File: src/include/auart_cfg.svh
// offsets, field positions, reset values and timing counts of the uart
// included by the design and the bench; definitions only
`ifndef AUART_CFG_SVH
`define AUART_CFG_SVH

// =====================================================================
// register byte offsets
`define AUART_OFS_BAUD   8'h00
`define AUART_OFS_CTRL1  8'h04
`define AUART_OFS_CTRL2  8'h08
`define AUART_OFS_FLAGS  8'h0c
`define AUART_OFS_DATA   8'h10

// =====================================================================
// serial_ctrl_one fields
`define AUART_C1_R8      7
`define AUART_C1_T8      6
`define AUART_C1_MODE9   4
`define AUART_C1_WAKE    3

// =====================================================================
// serial_ctrl_two fields
`define AUART_C2_TXEIE   7
`define AUART_C2_TXDIE   6
`define AUART_C2_RXFIE   5
`define AUART_C2_QLIE    4
`define AUART_C2_TXON    3
`define AUART_C2_RXON    2
`define AUART_C2_SLEEP   1
`define AUART_C2_BRK     0
`define AUART_C2_RESET   8'h00

// =====================================================================
// serial_flags_reg fields
`define AUART_F_TXE      7
`define AUART_F_TXD      6
`define AUART_F_RXF      5
`define AUART_F_IDLE     4
`define AUART_F_OVR      3
`define AUART_F_NOISE    2
`define AUART_F_FRAME    1

// =====================================================================
// timing
`define AUART_OVERSAMPLE 4'hf
`define AUART_VOTE_A     4'h8
`define AUART_VOTE_B     4'h9
`define AUART_VOTE_C     4'ha
`define AUART_FRAME8     4'ha
`define AUART_FRAME9     4'hb
`define AUART_PRESC0     16'h0001
`define AUART_PRESC1     16'h0003
`define AUART_PRESC2     16'h0004
`define AUART_PRESC3     16'h000d

// =====================================================================
// bus answers
`define AUART_RESP_OKAY  2'b00
`define AUART_RESP_ERR   2'b10

`endif

File: src/include/auart_pkg.sv
// types of the uart: receiver states and the packed state record
// uses none of the macros of auart_cfg.svh
package auart_pkg;

  typedef enum logic [0:0] {
    RX_HUNT = 1'b0,
    RX_BITS = 1'b1
  } auart_rx_state_type;

  typedef struct packed {
    logic               awHeld;
    logic [7:0]         awAddr;
    logic               wHeld;
    logic [7:0]         wData;
    logic               wLane0;
    logic               awReady;
    logic               wReady;
    logic               bValid;
    logic [1:0]         bResp;
    logic               arReady;
    logic               rValid;
    logic [31:0]        rData;
    logic [1:0]         rResp;
    logic [4:0]         baud;
    logic               t8;
    logic               mode9;
    logic               wakeAddr;
    logic [7:0]         ctrl2;
    logic               txe;
    logic               txd;
    logic               rxf;
    logic               idle;
    logic               ovr;
    logic               noise;
    logic               frame;
    logic [15:0]        divCnt;
    logic [3:0]         txRt;
    logic [7:0]         txHold;
    logic [10:0]        txSh;
    logic [3:0]         txLeft;
    logic               txBusy;
    logic               txPre;
    logic               teOld;
    logic               txdPin;
    logic               txdOe;
    logic               rxS1;
    logic               rxS2;
    auart_rx_state_type rxState;
    logic [3:0]         rxRt;
    logic [3:0]         rxIdx;
    logic [2:0]         votes;
    logic [8:0]         rxSh;
    logic               rxNoise;
    logic               needHigh;
    logic [8:0]         rxData;
    logic [7:0]         idleCnt;
    logic               idleArm;
    logic               irq;
  } auart_state_type;

endpackage

File: src/design/auart_top.sv
// full-duplex async serial transceiver with an axi4-lite register slave
// assumes one 10 MHz clock; the receive pin is asynchronous to it
`timescale 1ns/10ps
`include "auart_cfg.svh"

module auart_top
(
  // clock and reset
  input  wire logic        sys_clk,
  input  wire logic        rst_n,
  // axi4-lite write address and data
  input  wire logic [7:0]  s_axi_awaddr,
  input  wire logic        s_axi_awvalid,
  output logic             s_axi_awready,
  input  wire logic [31:0] s_axi_wdata,
  input  wire logic [3:0]  s_axi_wstrb,
  input  wire logic        s_axi_wvalid,
  output logic             s_axi_wready,
  // axi4-lite write response
  output logic [1:0]       s_axi_bresp,
  output logic             s_axi_bvalid,
  input  wire logic        s_axi_bready,
  // axi4-lite read
  input  wire logic [7:0]  s_axi_araddr,
  input  wire logic        s_axi_arvalid,
  output logic             s_axi_arready,
  output logic [31:0]      s_axi_rdata,
  output logic [1:0]       s_axi_rresp,
  output logic             s_axi_rvalid,
  input  wire logic        s_axi_rready,
  // serial pins
  input  wire logic        rxdPin,
  output logic             txdPin,
  output logic             txdPinOe,
  // interrupt request
  output logic             irqReq
);

  auart_pkg::auart_state_type s_q;
  auart_pkg::auart_state_type s_d;

  // =====================================================================
  // helpers
  function automatic logic [15:0] baudDivisor(input logic [4:0] sel);
    logic [15:0] presc;
    presc = `AUART_PRESC0;
    case (sel[4:3])
      2'b01:   presc = `AUART_PRESC1;
      2'b10:   presc = `AUART_PRESC2;
      2'b11:   presc = `AUART_PRESC3;
      default: presc = `AUART_PRESC0;
    endcase
    return presc << sel[2:0];
  endfunction

  function automatic logic majority(input logic [2:0] v);
    return (v[0] & v[1]) | (v[0] & v[2]) | (v[1] & v[2]);
  endfunction

  function automatic logic mapped(input logic [7:0] a);
    return a == `AUART_OFS_BAUD || a == `AUART_OFS_CTRL1 ||
           a == `AUART_OFS_CTRL2 || a == `AUART_OFS_FLAGS ||
           a == `AUART_OFS_DATA;
  endfunction

  // =====================================================================
  // next state
  always_comb
  begin
    logic        doWrite;
    logic        doRead;
    logic        wrData;
    logic        rdData;
    logic        tick;
    logic        bitTick;
    logic        te;
    logic        re;
    logic        loaded;
    logic        bitVal;
    logic        msb;
    logic        sleepEff;
    logic [3:0]  frameLen;
    logic [7:0]  idleTarget;
    logic [8:0]  rxChar;
    logic [7:0]  rdByte;
    doWrite    = 1'b0;
    doRead     = 1'b0;
    wrData     = 1'b0;
    rdData     = 1'b0;
    tick       = 1'b0;
    bitTick    = 1'b0;
    te         = 1'b0;
    re         = 1'b0;
    loaded     = 1'b0;
    bitVal     = 1'b0;
    msb        = 1'b0;
    sleepEff   = 1'b0;
    frameLen   = `AUART_FRAME8;
    idleTarget = 8'h00;
    rxChar     = 9'h000;
    rdByte     = 8'h00;
    s_d        = s_q;

    // ---- bus slave: address and data taken in either order
    if (s_axi_awvalid && s_q.awReady)
    begin
      s_d.awHeld = 1'b1;
      s_d.awAddr = s_axi_awaddr;
    end
    if (s_axi_wvalid && s_q.wReady)
    begin
      s_d.wHeld  = 1'b1;
      s_d.wData  = s_axi_wdata[7:0];
      s_d.wLane0 = s_axi_wstrb[0];
    end
    if (s_q.bValid && s_axi_bready)
      s_d.bValid = 1'b0;
    if (s_q.rValid && s_axi_rready)
      s_d.rValid = 1'b0;
    doWrite = s_q.awHeld && s_q.wHeld && !s_q.bValid;
    doRead  = s_axi_arvalid && s_q.arReady;
    wrData  = doWrite && s_q.wLane0 && s_q.awAddr == `AUART_OFS_DATA;
    rdData  = doRead && s_axi_araddr == `AUART_OFS_DATA;

    if (doWrite)
    begin
      s_d.awHeld = 1'b0;
      s_d.wHeld  = 1'b0;
      s_d.bValid = 1'b1;
      s_d.bResp  = mapped(s_q.awAddr) ? `AUART_RESP_OKAY : `AUART_RESP_ERR;
      if (s_q.wLane0)
      begin
        unique case (s_q.awAddr)
          `AUART_OFS_BAUD:  s_d.baud = s_q.wData[4:0];
          `AUART_OFS_CTRL1:
          begin
            s_d.t8       = s_q.wData[`AUART_C1_T8];
            s_d.mode9    = s_q.wData[`AUART_C1_MODE9];
            s_d.wakeAddr = s_q.wData[`AUART_C1_WAKE];
          end
          `AUART_OFS_CTRL2: s_d.ctrl2 = s_q.wData;
          `AUART_OFS_FLAGS:
          begin
            // write one to clear; the hardware sets below still win
            if (s_q.wData[`AUART_F_TXD])
              s_d.txd = 1'b0;
            if (s_q.wData[`AUART_F_IDLE])
              s_d.idle = 1'b0;
            if (s_q.wData[`AUART_F_OVR])
              s_d.ovr = 1'b0;
            if (s_q.wData[`AUART_F_NOISE])
              s_d.noise = 1'b0;
            if (s_q.wData[`AUART_F_FRAME])
              s_d.frame = 1'b0;
          end
          `AUART_OFS_DATA:
          begin
            s_d.txHold = s_q.wData;
            s_d.txe    = 1'b0;
            s_d.txd    = 1'b0;
          end
          default: ;
        endcase
      end
    end

    if (doRead)
    begin
      unique case (s_axi_araddr)
        `AUART_OFS_BAUD:  rdByte = {3'h0, s_q.baud};
        `AUART_OFS_CTRL1: rdByte = {s_q.rxData[8], s_q.t8, 1'b0, s_q.mode9,
                                    s_q.wakeAddr, 3'h0};
        `AUART_OFS_CTRL2: rdByte = s_q.ctrl2;
        `AUART_OFS_FLAGS: rdByte = {s_q.txe, s_q.txd, s_q.rxf, s_q.idle,
                                    s_q.ovr, s_q.noise, s_q.frame, 1'b0};
        `AUART_OFS_DATA:  rdByte = s_q.ctrl2[`AUART_C2_RXON] ?
                                   s_q.rxData[7:0] : 8'h00;
        default:          rdByte = 8'h00;
      endcase
      s_d.rData  = {24'h000000, rdByte};
      s_d.rResp  = mapped(s_axi_araddr) ? `AUART_RESP_OKAY : `AUART_RESP_ERR;
      s_d.rValid = 1'b1;
      if (rdData)
        s_d.rxf = 1'b0;
    end

    // ---- shared rate: one sample tick, sixteen per bit
    te       = s_d.ctrl2[`AUART_C2_TXON];
    re       = s_d.ctrl2[`AUART_C2_RXON];
    frameLen = s_q.mode9 ? `AUART_FRAME9 : `AUART_FRAME8;
    if (s_q.divCnt >= baudDivisor(s_q.baud) - 16'h0001)
    begin
      s_d.divCnt = 16'h0000;
      tick       = 1'b1;
    end
    else
      s_d.divCnt = s_q.divCnt + 16'h0001;
    if (tick)
      s_d.txRt = s_q.txRt + 4'h1;
    bitTick = tick && s_q.txRt == `AUART_OVERSAMPLE;

    // ---- transmitter
    s_d.teOld = te;
    if (te && !s_q.teOld)
      s_d.txPre = 1'b1;
    if (bitTick)
    begin
      if (s_q.txBusy && s_q.txLeft != 4'h0)
      begin
        s_d.txdPin = s_q.txSh[0];
        s_d.txSh   = {1'b1, s_q.txSh[10:1]};
        s_d.txLeft = s_q.txLeft - 4'h1;
      end
      else
      begin
        loaded = 1'b1;
        if (te && s_d.txPre)
        begin
          s_d.txSh  = 11'h7ff;
          s_d.txPre = 1'b0;
        end
        else if (te && s_d.ctrl2[`AUART_C2_BRK])
          s_d.txSh = 11'h000;
        else if (te && !s_q.txe && !wrData)
        begin
          s_d.txSh = s_q.mode9 ? {1'b1, s_q.t8, s_q.txHold, 1'b0}
                               : {2'b11, s_q.txHold, 1'b0};
          s_d.txe  = 1'b1;
        end
        else
          loaded = 1'b0;
        if (loaded)
        begin
          s_d.txdPin = s_d.txSh[0];
          s_d.txSh   = {1'b1, s_d.txSh[10:1]};
          s_d.txLeft = frameLen - 4'h1;
          s_d.txBusy = 1'b1;
          s_d.txd    = 1'b0;
        end
        else
        begin
          if (s_q.txBusy)
            s_d.txd = 1'b1;
          s_d.txBusy = 1'b0;
          s_d.txdPin = 1'b1;
        end
      end
    end
    s_d.txdOe = te || s_d.txBusy;

    // ---- receiver: two-stage synchroniser, then sampling
    s_d.rxS1 = rxdPin;
    s_d.rxS2 = s_q.rxS1;
    idleTarget = {frameLen, 4'h0};
    if (tick)
    begin
      if (!s_q.rxS2)
        s_d.idleCnt = 8'h00;
      else if (s_q.idleCnt != idleTarget)
        s_d.idleCnt = s_q.idleCnt + 8'h01;
      if (s_q.rxS2)
        s_d.needHigh = 1'b0;
    end
    if (tick && s_q.rxS2 && s_q.idleCnt == idleTarget - 8'h01)
    begin
      if (s_d.ctrl2[`AUART_C2_SLEEP] && !s_q.wakeAddr)
        s_d.ctrl2[`AUART_C2_SLEEP] = 1'b0;
      else if (!s_d.ctrl2[`AUART_C2_SLEEP] && s_q.idleArm && re)
      begin
        s_d.idle    = 1'b1;
        s_d.idleArm = 1'b0;
      end
    end

    if (!re)
      s_d.rxState = auart_pkg::RX_HUNT;
    else if (tick)
    begin
      unique case (s_q.rxState)
        auart_pkg::RX_HUNT:
        begin
          if (!s_q.rxS2 && !s_q.needHigh)
          begin
            s_d.rxState = auart_pkg::RX_BITS;
            s_d.rxRt    = 4'h1;
            s_d.rxIdx   = 4'h0;
            s_d.rxNoise = 1'b0;
          end
        end
        auart_pkg::RX_BITS:
        begin
          s_d.rxRt = s_q.rxRt + 4'h1;
          // counter is the sample position less one: the detect tick is 1
          if (s_q.rxRt == `AUART_VOTE_A - 4'h1)
            s_d.votes[0] = s_q.rxS2;
          if (s_q.rxRt == `AUART_VOTE_B - 4'h1)
            s_d.votes[1] = s_q.rxS2;
          if (s_q.rxRt == `AUART_VOTE_C - 4'h1)
            s_d.votes[2] = s_q.rxS2;
          if (s_q.rxRt == `AUART_OVERSAMPLE)
          begin
            s_d.rxRt = 4'h0;
            bitVal   = majority(s_q.votes);
            if (s_q.votes != 3'b000 && s_q.votes != 3'b111)
              s_d.rxNoise = 1'b1;
            s_d.rxIdx = s_q.rxIdx + 4'h1;
            if (s_q.rxIdx == 4'h0 && bitVal)
              s_d.rxState = auart_pkg::RX_HUNT; // false start
            else if (s_q.rxIdx != frameLen - 4'h1)
              s_d.rxSh = {bitVal, s_q.rxSh[8:1]};
            else
            begin
              s_d.rxState = auart_pkg::RX_HUNT;
              rxChar = s_q.mode9 ? s_q.rxSh : {1'b0, s_q.rxSh[8:1]};
              msb    = s_q.mode9 ? rxChar[8] : rxChar[7];
              // an all-zero frame is a break: wait for a high first
              if (!bitVal && rxChar == 9'h000)
                s_d.needHigh = 1'b1;
              sleepEff = s_d.ctrl2[`AUART_C2_SLEEP];
              if (sleepEff && s_q.wakeAddr && msb)
              begin
                sleepEff = 1'b0;
                s_d.ctrl2[`AUART_C2_SLEEP] = 1'b0;
              end
              if (!sleepEff)
              begin
                s_d.idleArm = 1'b1;
                if (s_d.rxf)
                  s_d.ovr = 1'b1;
                else
                begin
                  s_d.rxData = rxChar;
                  s_d.rxf    = 1'b1;
                  if (s_d.rxNoise)
                    s_d.noise = 1'b1;
                  if (!bitVal)
                    s_d.frame = 1'b1;
                end
              end
            end
          end
        end
      endcase
    end

    // ---- handshake readiness and request line
    s_d.awReady = !s_d.awHeld && !s_d.bValid;
    s_d.wReady  = !s_d.wHeld && !s_d.bValid;
    s_d.arReady = !s_d.rValid;
    s_d.irq = (s_d.ctrl2[`AUART_C2_TXEIE] && s_d.txe) ||
              (s_d.ctrl2[`AUART_C2_TXDIE] && s_d.txd) ||
              (s_d.ctrl2[`AUART_C2_RXFIE] && (s_d.rxf || s_d.ovr)) ||
              (s_d.ctrl2[`AUART_C2_QLIE] && s_d.idle);
  end

  // =====================================================================
  // state register
  always_ff @(posedge sys_clk or negedge rst_n)
  begin
    if (!rst_n)
    begin
      s_q          <= '0;
      s_q.ctrl2    <= `AUART_C2_RESET;
      s_q.txe      <= 1'b1;
      s_q.txd      <= 1'b1;
      s_q.txdPin   <= 1'b1;
      s_q.rxS1     <= 1'b1;
      s_q.rxS2     <= 1'b1;
      s_q.rxState  <= auart_pkg::RX_HUNT;
    end
    else
      s_q <= s_d;
  end

  // =====================================================================
  // outputs, all straight from the state register
  assign s_axi_awready = s_q.awReady;
  assign s_axi_wready  = s_q.wReady;
  assign s_axi_bvalid  = s_q.bValid;
  assign s_axi_bresp   = s_q.bResp;
  assign s_axi_arready = s_q.arReady;
  assign s_axi_rvalid  = s_q.rValid;
  assign s_axi_rdata   = s_q.rData;
  assign s_axi_rresp   = s_q.rResp;
  assign txdPin        = s_q.txdPin;
  assign txdPinOe      = s_q.txdOe;
  assign irqReq        = s_q.irq;

endmodule

File: config.mk
export PLATFORM = sky130hd
export DESIGN_NAME = auart_top
export DESIGN_NICKNAME = d
export VERILOG_FILES = /design/src/include/auart_pkg.sv /design/src/design/auart_top.sv
export VERILOG_INCLUDE_DIRS = /design/src /design/src/include
export SDC_FILE = /design/constraint.sdc
export NUM_CORES = 1
export LEC_CHECK = 0
export BUFFER_PORTS_ARGS = -buffer_cell sky130_fd_sc_hd__buf_2
export CAP_MARGIN = 15
export CORE_AREA = 2 2 130 132
export DETAILED_ROUTE_END_ITERATION = 10
export DIE_AREA = 0 0 132 134
export PLACE_DENSITY = 0.7
export SKIP_CTS_REPAIR_TIMING = 1
export SYNTH_ARGS = -nofsm -noshare
export SYNTH_HDL_FRONTEND = slang
export SYNTH_SLANG_ARGS = --single-unit
File: constraint.sdc
create_clock -name sys_clk -period 5.5 [get_ports sys_clk]
set_input_delay 0.55 -clock sys_clk [delete_from_list [all_inputs] [get_ports sys_clk]]
set_output_delay 0.55 -clock sys_clk [all_outputs]
set_load 0.02 [all_outputs]
==> impl_results.md <==
- Outcome: complete, no violations
- Avg WL per Cell: 15.9 um
- Post-route cell area: 8920 sq um
- Most used cell, CP: ha_1
- F_max: 0.201 GHz
- Yosys top cell by area: dfrtp_1
- Reg-to-reg critical path endpoint: s_q[56]
- Syn avg cell area: 9.91 sq um
- Syn Inst Count: 813
- Worst setup margin: 0.525 ns
- Relative slew slack: 0.372
- Yosys top cell area share: 0.444
- Most common cell after layout, fill and taps aside: dfrtp_1
- CP required: 5.81 ns
- Final hold violations: 0
- Crit path max-delay cell type: a21oi_1
- DRC Markers: 0
- Largest register by flop count: s_q
- Slew Viols, Final: 0
- WP depth: 15
- Synth cell types: 72
- Initial DRC count: 566
- ANT nets after route: 0
- Via count: 6040
- Post-place setup slack: 0.639 ns
- HPWL Detailed: 12000 um
- Largest net degree at the start of global routing: 98
- Antenna diodes: 0
- Row cnt: 47
- Worst Path Buf+Inv: 1
- Clk Tree Root Cell: clkbuf_16
- Worst path cell trace: inv_1, a2111o_1, ha_1, nor3_1, nand2_1, o21ai_0, a22oi_1, ha_1, nand4_1, a211oi_1, a32oi_1, a21oi_1, a21boi_1, o221ai_1, o21a_1
- Power Dens Cells: 392 nW/um^2
- Via density: 5.60
- Post-Route Setup TNS: 0 ns
- Most used DFF post-synth: dfrtp_1
- Worst hold path type: in -> async
- Final Cycle Share: 0.904
- Die Span Y: 134 um
- CTS Buffer Depth: 2
- Synth Warn #: 0
- Peak VDD IR: 0.243 mV
- RR Startpoint: s_q[113]
- Yosys reg bits: 148
- PortBufs: 50
- GP Congestion: 0.819
- Tot Pwr: 3.49 mW
- Util after Layout: 0.548
- Mapped Area: 8060 sq um
- Gr usage total: 0.203
- Total iterations of the first detailed-routing run: 5
- Cells on worst reg2reg path: 15
- # nets final: 934
- Most area-consuming cells after synthesis: dfrtp_1, mux2_2, ha_1, nand2_1, buf_4
- CP top delay family: compound AO/OA/AOI/OAI gates
- Fin crit period: 4.97 ns
- Area of placed instances: 8330 sq um
- Critical-path maximum fanout: 16
- Largest register FFs: 129
- Leak: 4.00 nW
- I/O pin count: 104
- Die width: 132 um
- Worst Setup End Kind: flip-flop
- Worst Path Arrival: 5.29 ns
- Number of flops mapped to enable cells by yosys: 0
- Least-Margin Pin Slew: 0.942 ns
- Wire length of the first global-routing pass: 28700 um
- CP max stage delay: 0.78 ns
- Final setup fails: 0
- Gr ovfl total: 0
- Synth async-reset ratio: 1.00
- TritonCTS clock tree: built
- Number of global-route vias before repair: 5644
- Clock slew at reported path FFs: 0.06 ns
- Total die area: 17700 sq um
- CTS buffer count: 17
- CORE AREA: 16300 sq um
- Initial antenna violation count: 0
- Starting density of the core: 0.495
- Unrepaired setup endpoints after global routing: false
- Seq/Total Area, Yosys: 0.461
- Worst Clk Skew: 0.0171 ns
- H-tree Lvls: 4
- Max-cap violations: 0
- Detailed Route WL: 17200 um
- Clock Sinks: 148
- Startpoint types: flip-flop
- Commonest cells after routing, fill and taps aside: dfrtp_1, nand2_1, nor2_1, o21ai_0, buf_2
- Register-to-Register Setup Slack: 0.53 ns
- Critical path class: reg -> reg
- Layout cell share with drive strength beyond 1: 0.172
- Clk_lat worst skew: 0.43 ns
- P&R area growth vs syn: 10.7%
## report_power, final
group          total [mW]  internal (mW)  leakage (nW)  switching (mW)
combinational       0.811          0.360          1.80           0.451
sequential           1.52           1.27          1.92           0.248
clock                1.17          0.705         0.282           0.461
total                3.49           2.33          4.00            1.16
## logic make-up after synthesis
family,count (synthesis),share of synthesized area
compound gates,182,0.147
mux,69,0.0966
flops,148,0.461
other cells,2,0.000932
simple gates,267,0.162
fa+ha+maj,29,0.0447
buf+inv,93,0.0623
xor+xnor,23,0.0250
## synthesized netlist by cell type (all sizes together) (6+ instances only)
master and n:
a21oi 32, a22oi 6, a32o 9, and2 7, and3 12, buf 41, clkbuf 29, dfrtp 143
ha 28, inv 23, mux2 50, mux2i 17, nand2 86, nand2b 10, nand3 26, nand4 10
nor2 65, nor2b 11, nor3 9, nor3b 6, nor4 7, o211ai 6, o21a 6, o21ai 65
o31ai 8, xnor2 11, xor2 12
## through the flow
stage	std cells	hold slack, ns
after detailed placement	1047	0.347
after global routing	1078	0.197
after floorplan	840	0.254
final	1078	0.196
after CTS	1078	0.209
after global placement	1047	0.345
## worst max path at each step
stage / start / end / slack (ns)
2_1_floorplan: s_q[114] / s_q[21] / 1.31
3_3_place_gp: s_q[113] / s_q[56] / 0.68
3_5_place_dp: s_q[113] / s_q[56] / 0.64
4_1_cts: s_q[113] / s_q[56] / 0.63
5_1_grt: s_q[113] / s_q[56] / 0.11
6_report: s_q[113] / s_q[56] / 0.53
## routing by layer
layer  global-route usage  vias up  routed length, um
met2                0.314      153               8090
met1                0.287     2938               8120
met3               0.0427       20                754
li1                     -     2929                  -
met5                    0        -                  0
met4               0.0676        0                202
## cell type report
type                            count  area [sq um]
Clock buffer                       21           470
Clock inverter                     10           123
Fill cell                        1472          7370
Inverter                           23          86.3
Multi-Input combinational cell    599          3950
Sequential cell                   148          3710
Tap cell                          220           275
Timing Repair Buffer               57           309
Power figures use the tool's default switching activity.
